### src/common/ascif_pkg.sv
// Purpose: shared constants and types for the serial control interface
// Assumes: 100 MHz system clock, 8-bit control byte, 14-bit result
// Notes: all field positions, codes and counts live here
package ascif_pkg;

    // system clock period
    localparam int CLK_NS = 10;

    // control byte layout
    localparam int CTRL_W = 8;
    localparam int BIT_START = 7;
    localparam int BIT_RANGE = 6;
    localparam int BIT_CLKSEL = 5;
    localparam int BIT_M1 = 4;
    localparam int BIT_M0 = 3;
    localparam int BIT_P2 = 2;
    localparam int BIT_P1 = 1;
    localparam int BIT_P0 = 0;

    // result width
    localparam int RES_W = 14;

    // mode field codes {mode_bit_hi, mode_bit_lo}
    localparam logic [1:0] MODE_SHORT = 2'h0;
    localparam logic [1:0] MODE_CAL = 2'h1;
    localparam logic [1:0] MODE_PDOWN = 2'h2;
    localparam logic [1:0] MODE_LONG = 2'h3;

    // serial clock falls counted from the start bit
    localparam logic [5:0] SHORT_TOTAL = 6'h18;  // 24 clocks
    localparam logic [5:0] LONG_TOTAL = 6'h20;   // 32 clocks
    localparam logic [5:0] SHORT_MSB = 6'h08;    // msb out on 8th fall
    localparam logic [5:0] LONG_MSB = 6'h10;     // msb out on 16th fall
    localparam logic [5:0] CAL_EXT_TOTAL = 6'h28; // calibration length

    // internal conversion clock figures
    localparam int CONV_INT_NS = 4000;
    localparam int CAL_INT_NS = 20000;
    localparam logic [11:0] CONV_INT_CYC = 12'(CONV_INT_NS / CLK_NS);
    localparam logic [11:0] CAL_INT_CYC = 12'(CAL_INT_NS / CLK_NS);

    // reset values
    localparam logic [CTRL_W-1:0] CTRL_RST = 8'h00;
    localparam logic [2:0] PINS_RST = 3'h7;  // cs_n, reset pin, shutdown

    // control states
    typedef enum logic [2:0] {
        ST_IDLE,
        ST_SHIFT,
        ST_EXT_CONV,
        ST_INT_CONV,
        ST_READ,
        ST_CAL,
        ST_PDOWN,
        ST_SHUTDOWN_IN_N
    } ascif_state_t;

    // fall count at which the msb leaves for a conversion mode
    function automatic logic [5:0] msb_fall(input logic [1:0] mode);
        msb_fall = (mode == MODE_LONG) ? LONG_MSB : SHORT_MSB;
    endfunction

    // true for the two conversion modes
    function automatic logic is_conv(input logic [1:0] mode);
        is_conv = (mode == MODE_SHORT) || (mode == MODE_LONG);
    endfunction

endpackage

### src/rtl/ascif_sync.sv
// Purpose: two-stage synchroniser for asynchronous pin levels
// Assumes: inputs are slow levels relative to the clock
// Notes: first stage feeds only the second stage
`timescale 1ns/100ps
`default_nettype none
module ascif_sync #(
    parameter int W = 1,
    parameter logic [W-1:0] RST_VAL = '0
) (
    // clock and reset
    input wire logic clk_i,
    input wire logic rst_n_i,
    // levels
    input wire logic [W-1:0] d_i,
    output logic [W-1:0] q_o
);
    logic [W-1:0] meta_q; // first stage, read only by q_o

    // two flops in series
    always_ff @(posedge clk_i or negedge rst_n_i) begin
        if (!rst_n_i) begin
            meta_q <= RST_VAL;
            q_o <= RST_VAL;
        end else begin
            meta_q <= d_i;
            q_o <= meta_q;
        end
    end
endmodule // ascif_sync
`default_nettype wire

### src/rtl/ascif_top.sv
// Purpose: serial control byte interpreter and result interface
// Assumes: pins arrive asynchronously; converter core gives raw codes
// Notes: serial clock is oversampled by the system clock
`timescale 1ns/100ps
`default_nettype none
module ascif_top (
    // clock and reset
    input wire logic clk_i,
    input wire logic arst_n_i,
    // serial pins
    input wire logic sclk_i,
    input wire logic cs_n_i,
    input wire logic din_i,
    output logic dout_o,
    output logic dout_oe_n_o,
    output logic conversion_strobe_o,
    output logic conversion_strobe_oe_n_o,
    // control pins
    input wire logic rst_n_i,
    input wire logic shutdown_in_n_i,
    // converter core raw code
    input wire logic [ascif_pkg::RES_W-1:0] conv_data_i,
    // user outputs
    output logic user_out_0_o,
    output logic user_out_1_o,
    output logic user_out_2_o,
    // status
    output logic range_select_o,
    output logic conv_clock_select_o,
    output logic conv_busy_o,
    output logic cal_busy_o,
    output logic powered_down_o
);
    import ascif_pkg::*;

    logic [1:0] rst_sync_q; // reset release chain
    logic rst_n; // released reset
    logic sclk_s; // synchronised serial clock
    logic din_s; // synchronised serial data
    logic cs_n_s; // synchronised chip select
    logic rst_pin_s; // synchronised reset pin
    logic shutdown_in_n_s; // synchronised shutdown pin
    logic sclk_d_q; // serial clock one cycle back
    logic rise; // serial clock rising edge
    logic fall; // serial clock falling edge
    ascif_state_t state_q; // control state
    logic [CTRL_W-1:0] sr_q; // incoming control bits
    logic [2:0] bit_cnt_q; // bits of byte received
    logic [5:0] fall_cnt_q; // falls since start bit
    logic [5:0] nxt_fall; // fall count after this fall
    logic [11:0] timer_q; // internal clock cycle count
    logic [CTRL_W-1:0] ctrl_q; // last accepted control byte
    logic [CTRL_W-1:0] new_byte; // byte completing this rise
    logic [CTRL_W-1:0] view; // control fields known so far
    logic active; // interface selected and awake
    logic byte_done; // last control bit arrives
    logic int_done; // internal conversion finishes
    logic start_bit; // start bit seen outside a byte
    logic [RES_W-1:0] res_q; // internally converted result
    logic int_pend_q; // internal result awaits a fall
    logic strobe_q; // strobe level
    logic tx_load; // present msb at this fall
    logic tx_dout; // serial bit from shifter
    logic dout_oe_n_q; // dout enable
    logic strobe_oe_n_q; // strobe enable
    logic [2:0] user_q; // user output port register
    logic conv_busy_q; // conversion status
    logic cal_busy_q; // calibration status
    logic pdown_q; // power-down status

    // release the asynchronous reset through two flops
    always_ff @(posedge clk_i or negedge arst_n_i) begin
        if (!arst_n_i) begin
            rst_sync_q <= 2'h0;
        end else begin
            rst_sync_q <= {rst_sync_q[0], 1'b1};
        end
    end
    assign rst_n = rst_sync_q[1];

    // serial clock and data share one synchroniser delay
    ascif_sync #(.W(2), .RST_VAL(2'h0)) u_sync_ser (
        .clk_i(clk_i),
        .rst_n_i(rst_n),
        .d_i({sclk_i, din_i}),
        .q_o({sclk_s, din_s})
    );

    // select and control pins, idle high
    ascif_sync #(.W(3), .RST_VAL(PINS_RST)) u_sync_ctl (
        .clk_i(clk_i),
        .rst_n_i(rst_n),
        .d_i({cs_n_i, rst_n_i, shutdown_in_n_i}),
        .q_o({cs_n_s, rst_pin_s, shutdown_in_n_s})
    );

    // serial clock edge finder
    always_ff @(posedge clk_i or negedge rst_n) begin
        if (!rst_n) begin
            sclk_d_q <= 1'b0;
        end else begin
            sclk_d_q <= sclk_s;
        end
    end
    assign rise = sclk_s & ~sclk_d_q;
    assign fall = ~sclk_s & sclk_d_q;

    // shared event terms
    assign active = rst_pin_s & shutdown_in_n_s & ~cs_n_s;
    assign nxt_fall = fall_cnt_q + 6'h01;
    assign new_byte = {sr_q[CTRL_W-2:0], din_s};
    assign byte_done = active && state_q == ST_SHIFT && rise
        && bit_cnt_q == 3'h7;
    assign int_done = active && state_q == ST_INT_CONV
        && timer_q == CONV_INT_CYC - 12'h001;
    assign start_bit = active && rise && din_s
        && (state_q == ST_IDLE || state_q == ST_PDOWN
        || state_q == ST_EXT_CONV || state_q == ST_INT_CONV
        || state_q == ST_READ);
    // fields already known while the byte still arrives
    assign view = (state_q == ST_SHIFT) ? {sr_q[CTRL_W-2:0], 1'b0}
        : ctrl_q;

    // control state machine
    always_ff @(posedge clk_i or negedge rst_n) begin
        if (!rst_n) begin
            state_q <= ST_IDLE;
            sr_q <= CTRL_RST;
            bit_cnt_q <= 3'h0;
            fall_cnt_q <= 6'h00;
            timer_q <= 12'h000;
            ctrl_q <= CTRL_RST;
        end else if (!rst_pin_s) begin // back to power-on
            state_q <= ST_IDLE;
            sr_q <= CTRL_RST;
            bit_cnt_q <= 3'h0;
            fall_cnt_q <= 6'h00;
            timer_q <= 12'h000;
            ctrl_q <= CTRL_RST;
        end else if (!shutdown_in_n_s) begin // stop converting
            state_q <= ST_SHUTDOWN_IN_N;
            bit_cnt_q <= 3'h0;
        end else if (cs_n_s) begin // deselect
            if (state_q != ST_PDOWN) begin
                state_q <= ST_IDLE;
            end
            bit_cnt_q <= 3'h0;
        end else if (start_bit) begin
            state_q <= ST_SHIFT;
            sr_q <= 8'h01;
            bit_cnt_q <= 3'h1;
            fall_cnt_q <= 6'h00;
        end else begin
            case (state_q)
                ST_SHUTDOWN_IN_N: begin // wake waiting for a start bit
                    state_q <= ST_IDLE;
                end
                ST_SHIFT: begin
                    if (rise) begin // one bit per rise
                        sr_q <= new_byte;
                        bit_cnt_q <= bit_cnt_q + 3'h1;
                    end
                    if (fall) begin
                        fall_cnt_q <= nxt_fall;
                    end
                    if (byte_done) begin
                        ctrl_q <= new_byte;
                        timer_q <= 12'h000;
                        // mode decode
                        case (new_byte[BIT_M1:BIT_M0])
                            MODE_PDOWN: state_q <= ST_PDOWN;
                            MODE_CAL: state_q <= ST_CAL;
                            default: begin
                                if (new_byte[BIT_CLKSEL]) begin
                                    state_q <= ST_INT_CONV;
                                end else begin
                                    state_q <= ST_EXT_CONV;
                                end
                            end
                        endcase
                    end
                end
                ST_EXT_CONV: begin // serial clock steps it
                    if (fall) begin
                        fall_cnt_q <= nxt_fall;
                        if (nxt_fall == ((ctrl_q[BIT_M1:BIT_M0]
                            == MODE_LONG) ? LONG_TOTAL : SHORT_TOTAL))
                        begin
                            state_q <= ST_IDLE;
                        end
                    end
                end
                ST_INT_CONV: begin // own clock paces it
                    timer_q <= timer_q + 12'h001;
                    if (int_done) begin
                        state_q <= ST_READ;
                    end
                end
                ST_CAL: begin // clock chosen by the byte
                    if (ctrl_q[BIT_CLKSEL]) begin
                        timer_q <= timer_q + 12'h001;
                        if (timer_q == CAL_INT_CYC - 12'h001) begin
                            state_q <= ST_IDLE;
                        end
                    end else if (fall) begin
                        fall_cnt_q <= nxt_fall;
                        if (nxt_fall == CAL_EXT_TOTAL) begin
                            state_q <= ST_IDLE;
                        end
                    end
                end
                default: begin // idle, read-out and power-down wait
                end
            endcase
        end
    end

    // conversion strobe level
    always_ff @(posedge clk_i or negedge rst_n) begin
        if (!rst_n) begin
            strobe_q <= 1'b0;
        end else if (!rst_pin_s) begin // reset pin clears it
            strobe_q <= 1'b0;
        end else if (!active) begin // idle level per clock mode
            strobe_q <= ctrl_q[BIT_CLKSEL];
        end else if (byte_done && new_byte[BIT_CLKSEL]
            && is_conv(new_byte[BIT_M1:BIT_M0])) begin
            strobe_q <= 1'b0; // conversion begins
        end else if (int_done) begin
            strobe_q <= 1'b1; // result complete
        end else if (start_bit && state_q == ST_INT_CONV) begin
            strobe_q <= 1'b1; // aborted, idle high again
        end else if (fall && !view[BIT_CLKSEL]
            && is_conv(view[BIT_M1:BIT_M0])
            && (state_q == ST_SHIFT || state_q == ST_EXT_CONV)) begin
            // one serial clock high before the msb
            if (nxt_fall == msb_fall(view[BIT_M1:BIT_M0]) - 6'h01) begin
                strobe_q <= 1'b1;
            end else if (nxt_fall == msb_fall(view[BIT_M1:BIT_M0]))
            begin
                strobe_q <= 1'b0;
            end else if (nxt_fall >= 6'h05) begin
                // leftover internal idle high drops to low
                strobe_q <= 1'b0;
            end
        end
    end

    // internal result capture and pending read-out
    always_ff @(posedge clk_i or negedge rst_n) begin
        if (!rst_n) begin
            res_q <= '0;
            int_pend_q <= 1'b0;
        end else if (int_done) begin // set beats clear
            res_q <= conv_data_i;
            int_pend_q <= 1'b1;
        end else if (!active || start_bit || fall) begin
            int_pend_q <= 1'b0;
        end
    end

    // msb goes out during or after conversion
    assign tx_load = active && ((state_q == ST_EXT_CONV
        && nxt_fall == msb_fall(ctrl_q[BIT_M1:BIT_M0]))
        || int_pend_q);

    // result shifter, msb first in range coding
    ascif_tx u_tx (
        .clk_i(clk_i),
        .rst_n_i(rst_n),
        .fall_i(fall),
        .load_i(tx_load),
        .clear_i(cs_n_s || !rst_pin_s),
        .unipolar_i(ctrl_q[BIT_RANGE]),
        .data_i(int_pend_q ? res_q : conv_data_i),
        .dout_o(tx_dout)
    );

    // output enables follow chip select; strobe enable stays on with internal clock
    always_ff @(posedge clk_i or negedge rst_n) begin
        if (!rst_n) begin
            dout_oe_n_q <= 1'b1;
            strobe_oe_n_q <= 1'b1;
        end else begin
            dout_oe_n_q <= cs_n_s;
            strobe_oe_n_q <= cs_n_s && !ctrl_q[BIT_CLKSEL];
        end
    end

    // user output port register
    always_ff @(posedge clk_i or negedge rst_n) begin
        if (!rst_n) begin
            user_q <= 3'h0;
        end else if (!rst_pin_s) begin // reset pin clears
            user_q <= 3'h0;
        end else if (byte_done) begin
            user_q <= {new_byte[BIT_P2], new_byte[BIT_P1],
                new_byte[BIT_P0]};
        end // held through shutdown
    end

    // status flags
    always_ff @(posedge clk_i or negedge rst_n) begin
        if (!rst_n) begin
            conv_busy_q <= 1'b0;
            cal_busy_q <= 1'b0;
            pdown_q <= 1'b0;
        end else begin
            conv_busy_q <= state_q == ST_EXT_CONV
                || state_q == ST_INT_CONV;
            cal_busy_q <= state_q == ST_CAL;
            pdown_q <= state_q == ST_PDOWN || state_q == ST_SHUTDOWN_IN_N;
        end
    end

    // pins and status straight from flops
    assign dout_o = tx_dout;
    assign dout_oe_n_o = dout_oe_n_q;
    assign conversion_strobe_o = strobe_q;
    assign conversion_strobe_oe_n_o = strobe_oe_n_q;
    assign user_out_2_o = user_q[2];
    assign user_out_1_o = user_q[1];
    assign user_out_0_o = user_q[0];
    assign range_select_o = ctrl_q[BIT_RANGE];
    assign conv_clock_select_o = ctrl_q[BIT_CLKSEL];
    assign conv_busy_o = conv_busy_q;
    assign cal_busy_o = cal_busy_q;
    assign powered_down_o = pdown_q;
endmodule // ascif_top
`default_nettype wire

### src/rtl/ascif_tx.sv
// Purpose: result output shifter for the serial data output
// Assumes: fall_i is a one-cycle serial clock falling edge pulse
// Notes: bipolar results leave as two's complement
`timescale 1ns/100ps
`default_nettype none
module ascif_tx
    import ascif_pkg::*;
(
    // clock and reset
    input wire logic clk_i,
    input wire logic rst_n_i,
    // control
    input wire logic fall_i,
    input wire logic load_i,
    input wire logic clear_i,
    input wire logic unipolar_i,
    input wire logic [ascif_pkg::RES_W-1:0] data_i,
    // serial output bit
    output logic dout_o
);
    logic [RES_W-1:0] sr_q; // bits still to send
    logic [RES_W-1:0] coded; // result in output coding

    // offset binary raw code; flip msb for two's complement
    always_comb begin
        coded = data_i;
        if (!unipolar_i) begin
            coded[RES_W-1] = ~data_i[RES_W-1];
        end
    end

    // load or shift only on serial clock falls
    always_ff @(posedge clk_i or negedge rst_n_i) begin
        if (!rst_n_i) begin
            sr_q <= '0;
            dout_o <= 1'b0;
        end else if (clear_i) begin // pin is tristated only while deselected
            sr_q <= '0;
            dout_o <= 1'b0;
        end else if (fall_i && load_i) begin
            dout_o <= coded[RES_W-1];
            sr_q <= {coded[RES_W-2:0], 1'b0};
        end else if (fall_i) begin // zeros follow the lsb
            dout_o <= sr_q[RES_W-1];
            sr_q <= {sr_q[RES_W-2:0], 1'b0};
        end
    end
endmodule // ascif_tx
`default_nettype wire

### config.mk
export PLATFORM = sky130hd
export DESIGN_NAME = ascif_top
export DESIGN_NICKNAME = d
export VERILOG_FILES = /design/src/common/ascif_pkg.sv /design/src/rtl/ascif_sync.sv /design/src/rtl/ascif_top.sv /design/src/rtl/ascif_tx.sv
export SDC_FILE = /design/constraint.sdc
export NUM_CORES = 1
export LEC_CHECK = 0
export BUFFER_PORTS_ARGS = -buffer_cell sky130_fd_sc_hd__buf_2
export CORE_UTILIZATION = 39
export CTS_CLUSTER_DIAMETER = 30
export DETAILED_ROUTE_END_ITERATION = 10
export PLACE_DENSITY_LB_ADDON = 0.15
export SYNTH_ARGS = -nofsm -noshare
export SYNTH_HDL_FRONTEND = slang
export SYNTH_HIERARCHICAL = 1
export SYNTH_SLANG_ARGS = --single-unit
### constraint.sdc
create_clock -name clk_i -period 3.32 [get_ports clk_i]
set_input_delay 0.664 -clock clk_i [delete_from_list [all_inputs] [get_ports clk_i]]
set_output_delay 0.664 -clock clk_i [all_outputs]
set_load 0.03 [all_outputs]
==> out/qor.yml, run 1 <==
outcome: "finished clean"
yosys_warnings: 6
yosysSeqAreaShare_pct: 47.3
initial_core_util_pct: 40.8
final-instance-count-excl-fill: 601
io_pins: 33
skew_ps: 6.97
ant_nets: 0
synth_edf_count: 0
finalHoldViolations: 0
worstSetupPathType: "reg -> reg"
vdd_ir_drop_max_mv: 0.428
clk_pin_slew_worst_paths_ps: 60
fin_util_pct: 45.6
routabilityCongestion: 0.869
crit_fanout: 14
post_cts_buffers: 0
cts.repair.resized: 0
rows: 38
syn_to_final_growth_pct: 11.9
ys_seq_elements: 85
grt_pass1_vias: 3057
netlist_instances: 434
rsz0062_at_grt: "no"
async_flop_share_pct: 100
p_leak_nw: 2.13
cp-start-kind: "flop"
grt_max_degree: 84
final_common_cell: "dfrtp_1"
cp-end-kind: "flop"
dr_total_vias: 3215
design_area_um2: 5050
powerDensity_nw_per_um2: 447
dr.pass1.iters: 5
wl_um: 9390
synth_area_per_cell_um2: 10.4
finalSetupViolCount: 0
drt_iter0_drc: 149
viasPerCell: 5.35
p_total_w: 0.00226
cts_sinks: 85
cp.buffers_inverters: 0
diodes: 0
syn-num-nets: 464
timing.final.crit_share_pct: 90.5
worst-r2r-cell-count: 9
crit_path_cell_trace: "ha_1, and2_1, xnor2_1, and3_1, a311o_1, o2111ai_1, a21oi_2, mux2i_1, a211oi_1"
antenna_found_initial: 0
cts_tree: "built"
worst_slew_pin_slew_ps: 1060
slew_headroom_pct: 29.2
fin_crit_ps: 3010
cap_violations: 0
drive_gt1_share_pct: 23.0
cts_hold_buf: 0
cts_max_path_buffers: 2
hpwl_um: 6360
slew_viol_final: 0
cts_buffers: 9
finalSetupTns_ps: 0
dieArea_um2: 12000
fmax_mhz: 333
final_cell_mix: "76 x dfrtp_1, 39 x nand2_1, 36 x nor2_1, 33 x mux2_2, 32 x buf_2"
r2r-end: "u_tx/sr_q[11]"
syn_area_um2: 4520
rr_startpoint: "fall_cnt_q[0]"
synth_top_flop_cell: "dfrtp_1"
nNetsFinal: 486
insertion_delay_ps: 340
grt_usage_pct: 17.0
hp-class: "in -> async"
die_w_um: 110
grt_first_pass_wirelength_um: 15500
drc_errors: 0
arrival_ps: 3240
placed_cell_area_um2: 4760
rrSetupSlack_ps: 310
design.core.area_um2: 11100
cpPeakStageDelay_ps: 820
wl_per_cell_um: 15.6
critPathRequiredTime_ps: 3560
cp_top_family: "compound AO/OA/AOI/OAI gates"
grt_overflow: 0
die_y_um: 110
synthDistinctLibCells: 61
dp_cells: 585
root_buffer: "clkbuf_16"
portBuffers: 32
crit_slowest_cell: "a21oi_2"
htreeDepth: 3
synthesized netlist by cell type (9+ instances only):
library cell	number	area [um2]
dfrtp_1	77	1930
nand2_1	39	146
nor2_1	36	135
mux2_2	33	372
mux2i_1	24	240
o21ai_0	22	110
a211oi_1	16	120
a21oi_1	14	70.1
clkbuf_1	13	48.8
inv_1	13	48.8
nor2b_1	11	68.8
buf_2	10	50.1
ha_1	9	113
xor2_1	9	78.8
logic make-up (layout without fill, tap and decap cells):
group,Yosys count,after routing,synth area share (%)
and+or+nand+nor,148,148,17.5
buffers and inverters,40,67,4.21
xor gates and xnor gates,14,14,2.88
muxes,57,57,13.5
DFF,85,85,47.3
AOI/OAI and AO/OA,80,80,12.0
other,1,1,0.0830
adders and majority gates,9,9,2.49
how the worst max path moves through the flow:
stage	start	end	slack [ps]	cells after the start
detailed placement	fall_cnt_q[0]	u_tx/sr_q[11]	320	9
global placement	fall_cnt_q[0]	u_tx/sr_q[4]	490	9
floorplan	rst_sync_q[1]	bit_cnt_q[0]	790	0
global route	fall_cnt_q[1]	u_tx/sr_q[4]	90	9
CTS	fall_cnt_q[0]	u_tx/sr_q[11]	310	9
finish	fall_cnt_q[0]	u_tx/sr_q[11]	310	9
power by group:
part | switching, W | internal, W
sequential | 0.0000532 | 0.00108
combinational | 0.0000961 | 0.0000751
clock | 0.000393 | 0.000567
sequential cells by signal (all words and copies together), names as in the netlist, 4 cells and up:
name	count
timer_q	12
res_q	14
ctrl_q	4
sr_q	6
fall_cnt_q	6
u_tx/sr_q	13
per-stage QoR:
| stage | hold WS, ps | setup WS, ps |
|---|---|---|
| after floorplan | 331 | 791 |
| after global placement | 332 | 492 |
| after detailed placement | 340 | 321 |
| after CTS | 82.0 | 311 |
| after global routing | 86.0 | 86.1 |
| final | 97.8 | 314 |
per-layer routing:
| layer | up-vias | global-route usage, % | share of wire, % |
|---|---|---|---|
| met4 | 0 | 5.90 | 1.1 |
| met2 | 67 | 26.8 | 47 |
| met3 | 10 | 4.21 | 3.9 |
| met1 | 1557 | 22.7 | 48 |
| met5 | - | 0 | 0 |
| li1 | 1581 | - | - |
layout make-up:
class	instances	area [um2]
clock buffer	13	270
clock inverter	3	20.0
fill	1041	6030
inverter	13	48.8
multi-input combinational	309	2190
sequential	85	2140
tap	140	175
timing repair buffer	38	205
Note: power is estimated with default switching activity, not from simulation.
==> run 2: changes to the inputs <==
Settings changed: ABC_AREA set to 1.
==> run 2 against run 1 <==
  * The flow now finishes with violations (DRC)
  * Total power is essentially flat
  * Count of clock-buffer cells in the layout shrank 2
  * Combinational power grew 11%
  * Via count grew 22%
  * Clock power shrank 2.2%
  * Design area grew 3.0%
  * Non-clock buffer count shrank 3
  * Critical path type unchanged
  * Critical endpoint is now conversion_strobe_o
  * Largest cell class is now flip-flops and latches
  * Highest routed layer unchanged
==> out/qor.yml, run 2 <==
crit_fanout: 7  # -7
r2r-end: "conversion_strobe_o"
final_common_cell: "nand2_1"
finalHoldViolations: 0  # unchanged
synth_area_per_cell_um2: 7.47  # -28%
drt_iter0_drc: 266  # +79%
routabilityCongestion: 0.830  # -4.5%
io_pins: 33  # unchanged
yosys.cell_count.top_type: "nand2_1"
synth_top_cell_area_share_pct: 41.2  # -1.5 points
cts_sinks: 85  # unchanged
insertion_delay_ps: 340  # about the same
dr_total_vias: 3924  # +22%
grt_max_degree: 84  # unchanged
top_regs: "res_q (14), u_tx/sr_q (13), timer_q (12)"
die_y_um: 112  # +1.8%
cts.repair.resized: 0  # unchanged
fmax_mhz: 445  # +34%
dieArea_um2: 12400  # +3.6%
clk_pin_slew_worst_paths_ps: 60  # about the same
cts_tree: "built"
multi_input_area_um2: 2090  # -4.7%
worst-r2r-cell-count: 13  # +4
synth_top_cell_by_area: "dfrtp_1"
syn-num-nets: 657  # +42%
root_buffer: "clkbuf_16"
placed_cell_area_um2: 4920  # +3.4%
yosysSeqAreaShare_pct: 45.7  # -1.7 points
ys_seq_elements: 85  # unchanged
cts_hold_buf: 0  # unchanged
vdd_ir_drop_max_mv: 0.363  # -15%
portBuffers: 32  # unchanged
syn_area_um2: 4680  # +3.7%
cts_buffers: 9  # unchanged
syn_to_final_growth_pct: 11.2
design_area_um2: 5200  # +3.0%
crit_path_start: "state_q[1]"
worstSetupPathType: "reg -> reg"
timing.final.crit_share_pct: 67.6  # -23 points
p_total_w: 0.00226  # about the same
initial_core_util_pct: 40.5  # -0.29 points
critPathCapture: "conversion_strobe_o"
htreeDepth: 3  # unchanged
worst_slew_pin_slew_ps: 1060  # -1.59 ps
synth_common_cells: "190 x nand2_1, 88 x inv_1, 77 x dfrtp_1"
cp-end-kind: "flop"
grt_overflow: 0  # unchanged
regMostFlops: "res_q"
cts_max_path_buffers: 2  # unchanged
cap_violations: 0  # unchanged
die_w_um: 112  # +1.8%
cp-start-kind: "flop"
antenna_found_initial: 0  # unchanged
skew_ps: 7.10  # +0.131 ps
slew_headroom_pct: 29.3  # +0.11 points
postLayoutSetupSlackWorst_ps: 1070  # +761 ps
synth_top_flop_cell: "dfrtp_1"
drc_errors: 4  # +4
arrival_ps: 2480  # -760 ps
ant_nets: 0  # unchanged
grt_pass1_vias: 3913  # +28%
drive_gt1_share_pct: 12.9  # -10 points
rsz0062_at_grt: "no"
netlist_instances: 627  # +44%
grt_first_pass_wirelength_um: 18200  # +17%
register_area_um2: 2140  # unchanged
fin_crit_ps: 2250  # -761 ps
wl_per_cell_um: 12.9  # -18%
nNetsFinal: 682  # +40%
final_cell_mix: "190 x nand2_1, 88 x inv_1, 76 x dfrtp_1, 65 x o21ai_0, 54 x nand3_1"
slew_viol_final: 0  # unchanged
powerDensity_nw_per_um2: 434  # -3.0%
synthDistinctLibCells: 36  # -41%
pre_cts_ws_ps: 1110  # +785 ps
largest_register_ffs: 14  # unchanged
hp-class: "in -> async"
outcome: "complete, but fails checks"
rows: 39  # +2.6%
critPathRequiredTime_ps: 3550  # about the same
viasPerCell: 4.91  # -8.3%
synth_area_leaders: "dfrtp_1 41%, nand2_1 15%, inv_1 7.1%"
hpwl_um: 7180  # +13%
rrSetupSlack_ps: 1070  # +760 ps
fin_util_pct: 45.0  # -0.60 points
diodes: 0  # unchanged
finalSetupViolCount: 0  # unchanged
design.core.area_um2: 11600  # +4.4%
p_leak_nw: 2.62  # +23%
grt_usage_pct: 18.1  # +1.1 points
wl_um: 10300  # +9.6%
finalSetupTns_ps: 0  # unchanged
yosys_warnings: 6  # unchanged
synth_edf_count: 0  # unchanged
async_flop_share_pct: 100  # unchanged
violations: "DRC"
nFillCells: 1157  # +11%
dr.pass1.iters: 7  # +2
post_cts_buffers: 0  # unchanged
rr_startpoint: "state_q[1]"
-- run 2: cell count changes in the layout (fill, tap and decap cells not counted), moves of 16 or more --
cell,delta
inv_1,+75
o21ai_0,+43
nand2_1,+151
mux2_2,-33
nand3_1,+47
a211oi_1,-16
mux2i_1,-24
-- run 2: cells by family after synthesis --
logic type	Yosys count	synth area share, %
compound gates	95	11.8
other cells	1	0.0801
simple gates	323	29.6
buf+inv	110	9.73
fa+ha+maj	9	2.41
xor+xnor	4	0.748
flops	85	45.7
-- run 2: how the worst min path moves through the flow --
stage,to,slack (ps),cells after the start
floorplan,rst_sync_q[1],330,0
detailed placement,u_sync_ser/q_o[0],340,0
global route,rst_sync_q[0],90,1
global placement,u_sync_ser/q_o[0],330,0
finish,rst_sync_q[1],90,1
CTS,rst_sync_q[1],80,1
-- run 2: worst max-delay path, stage by stage, from the launching register on --
cell	delay, ps
dfrtp_1	450
inv_1	130
nand2_1	110
nor2_4	190
inv_1	130
o21ai_0	210
ha_1	250
o21ai_0	110
nand2_1	60
nand2_1	50
o21ai_0	230
a21oi_1	100
nand2_1	70
nand2_1	40
-- run 2: stage by stage --
step,hold WS (ps),std cells
floorplan,331,627
global placement,334,784
detailed placement,339,784
CTS,80.7,800
global route,87.1,800
finish,92.6,800
-- run 2: cell type report --
cell class,count,area share [%]
well taps,143,3.44
clock buffers,11,4.66
inverters,89,6.42
flip-flops and latches,85,41.1
clock inverters,5,0.721
multi-input cells,432,40.1
repair buffers,35,3.51
-- run 2: report_power, final --
part / switching (W) / internal [W]
Combinational: 0.000128 / 0.0000613
Clock: 0.000411 / 0.000528
Sequential: 0.0000542 / 0.00108
-- run 2: metal layers --
layer / part of all wire (%) / track usage, % / vias to the layer above
met1: 50 / 24.7 / 1813
li1: - / - / 2035
met2: 46 / 28.7 / 62
met5: 0 / 0 / -
met3: 2.4 / 2.94 / 14
met4: 1.7 / 7.57 / 0
==> run 3: changes to the inputs <==
Clock period 3.32 ns to 2.2 ns, I/O delays scaled along.
==> run 3 against run 2 <==
  * The run still ends with DRC left
  * Clock skew fell by 1.4 ps
  * Final cell count up 1.4%
  * Worst setup slack got worse by 910 ps
  * Fmax is 10% higher
  * Sequential cell count is the same
  * Via count increased by 2.5%
  * Sequential power is 50% higher
  * Global-route usage rose by 0.48 points
==> out/qor.yml, run 3 (synthesis results as in run 2) <==
pre_cts_ws_ps: 33.5  # -1070 ps
wl_per_cell_um: 13.1  # +1.7%
grt_max_degree: 52  # -38%
syn_to_final_growth_pct: 14.3
crit_slowest_cell: "dfrtp_1"
dieArea_um2: 12400  # unchanged
hpwl_um: 7420  # +3.4%
fin_crit_ps: 2040  # -208 ps
drt_iter0_drc: 208  # -22%
rsz0062_at_grt: "no"
postLayoutSetupSlackWorst_ps: 163  # -912 ps
skew_ps: 5.69  # -1.41 ps
worstSetupPathType: "reg -> reg"
cts_buffers: 9  # unchanged
final-instance-count-excl-fill: 811  # +1.4%
wl_um: 10600  # +3.1%
outcome: "complete, but fails checks"
regMostFlops: "res_q"
violations: "DRC"
design.core.area_um2: 11600  # unchanged
clk_pin_slew_worst_paths_ps: 60  # about the same
cts_tree: "built"
ant_nets: 0  # unchanged
insertion_delay_ps: 340  # about the same
vdd_ir_drop_max_mv: 0.390  # +7.4%
slew_viol_final: 0  # unchanged
cpPeakStageDelay_ps: 380  # -70 ps
top_regs: "res_q (14), u_tx/sr_q (13), timer_q (12)"
drive_gt1_share_pct: 15.0  # +2.0 points
finalSetupTns_ps: 0  # unchanged
crit_path_cell_trace: "inv_1, nand2_1, nor2_4, inv_1, o21ai_1, ha_2, nor2_1, nand2_1, nor2_1, o21ai_1, a21oi_1, nand2_1, nand2_1"
grt_pass1_vias: 3982  # +1.8%
p_total_w: 0.00357  # +58%
dr.pass1.iters: 7  # unchanged
diodes: 0  # unchanged
rows: 39  # unchanged
viasPerCell: 4.96  # +1.1%
fmax_mhz: 491  # +10%
dp_cells: 791  # +0.89%
final_cell_mix: "190 x nand2_1, 88 x inv_1, 75 x dfrtp_1, 60 x o21ai_0, 54 x nand3_1"
routabilityCongestion: 0.841  # +1.4%
cts_sinks: 85  # unchanged
powerDensity_nw_per_um2: 667  # +54%
crit_top_cell: "nand2_1"
root_buffer: "clkbuf_16"
cap_violations: 0  # unchanged
worst_slew_pin_slew_ps: 914  # -147 ps
final_common_cell: "nand2_1"
nNetsFinal: 693  # +1.6%
dr_total_vias: 4022  # +2.5%
grt_first_pass_wirelength_um: 18500  # +2.0%
hp-class: "in -> reg"
die_y_um: 112  # unchanged
crit_fanout: 6  # -1
finalHoldViolations: 0  # unchanged
p_leak_nw: 2.69  # +3.0%
grt_usage_pct: 18.6  # +0.48 points
largest_register_ffs: 14  # unchanged
arrival_ps: 2320  # -160 ps
cp-end-kind: "flop"
io_pins: 33  # unchanged
cp-start-kind: "flop"
die_w_um: 112  # unchanged
critPathRequiredTime_ps: 2480  # -1070 ps
grt_overflow: 0  # unchanged
timing.final.crit_share_pct: 92.6  # +25 points
slew_headroom_pct: 38.9  # +9.6 points
antenna_found_initial: 0  # unchanged
portBuffers: 32  # unchanged
drc_errors: 4  # unchanged
htreeDepth: 3  # unchanged
initial_core_util_pct: 40.5  # unchanged
finalSetupViolCount: 0  # unchanged
cts_max_path_buffers: 2  # unchanged
-- run 3: area by class of cell --
type | count | area, um2
Timing Repair Buffer | 45 | 273
Multi-Input combinational cell | 433 | 2120
Clock buffer | 10 | 239
Sequential cell | 85 | 2140
Inverter | 89 | 334
Tap cell | 143 | 179
Clock inverter | 6 | 68.8
Fill cell | 1130 | 6210
-- run 3: worst paths after layout --
path                                from                   end  slack, ps  depth (start not counted)
min                              rst_n_i  u_sync_ctl/meta_q[1]        190                          1
max reg2reg                   state_q[1]   conversion_strobe_o        160                         13
max in group asynchronous  rst_sync_q[1]           dout_oe_n_o       1270                          1
min reg2reg                rst_sync_q[1]          bit_cnt_q[1]        280                          0
min in group asynchronous  rst_sync_q[1]          bit_cnt_q[1]        280                          0
max                           state_q[1]   conversion_strobe_o        160                         13
-- run 3: timing repair --
action	in CTS	in global routing
setup endpoints to repair	0	18
hold endpoints to repair	2	0
hold buffers	1	0
buffers inserted	0	2
resized for setup	0	11
-- run 3: where the power goes --
part           switching [W]  leakage [nW]  internal, W
Clock               0.000637         0.149     0.000918
Combinational       0.000219          1.45     0.000107
Sequential         0.0000621          1.10      0.00163
-- run 3: worst max-delay path, delay by kind of cell (launching register included) --
kind                     cells  cell delay (ps)
AND/OR/NAND/NOR              7              670
AO/OA/AOI/OAI                3              410
flip-flops                   1              380
adder cells (fa/ha/maj)      1              290
buffers and inverters        2              230
-- run 3: per-stage QoR --
step | instance area (um2) | hold slack [ps] | util, %
2_1_floorplan | 4680 | 144 | -
3_3_place_gp | 4990 | 226 | 43.1
3_5_place_dp | 4990 | 234 | 43.1
4_1_cts | 5310 | 187 | 45.9
5_1_grt | 5350 | 177 | 46.3
6_report | 5350 | 194 | 46.3
-- run 3: metal layers --
layer,routed length [um],vias to the layer above,global-route usage [%]
met1,5020,1878,23.9
met2,5030,68,30.8
li1,-,2060,-
met4,185,0,6.22
met3,367,16,4.46
met5,0,-,0
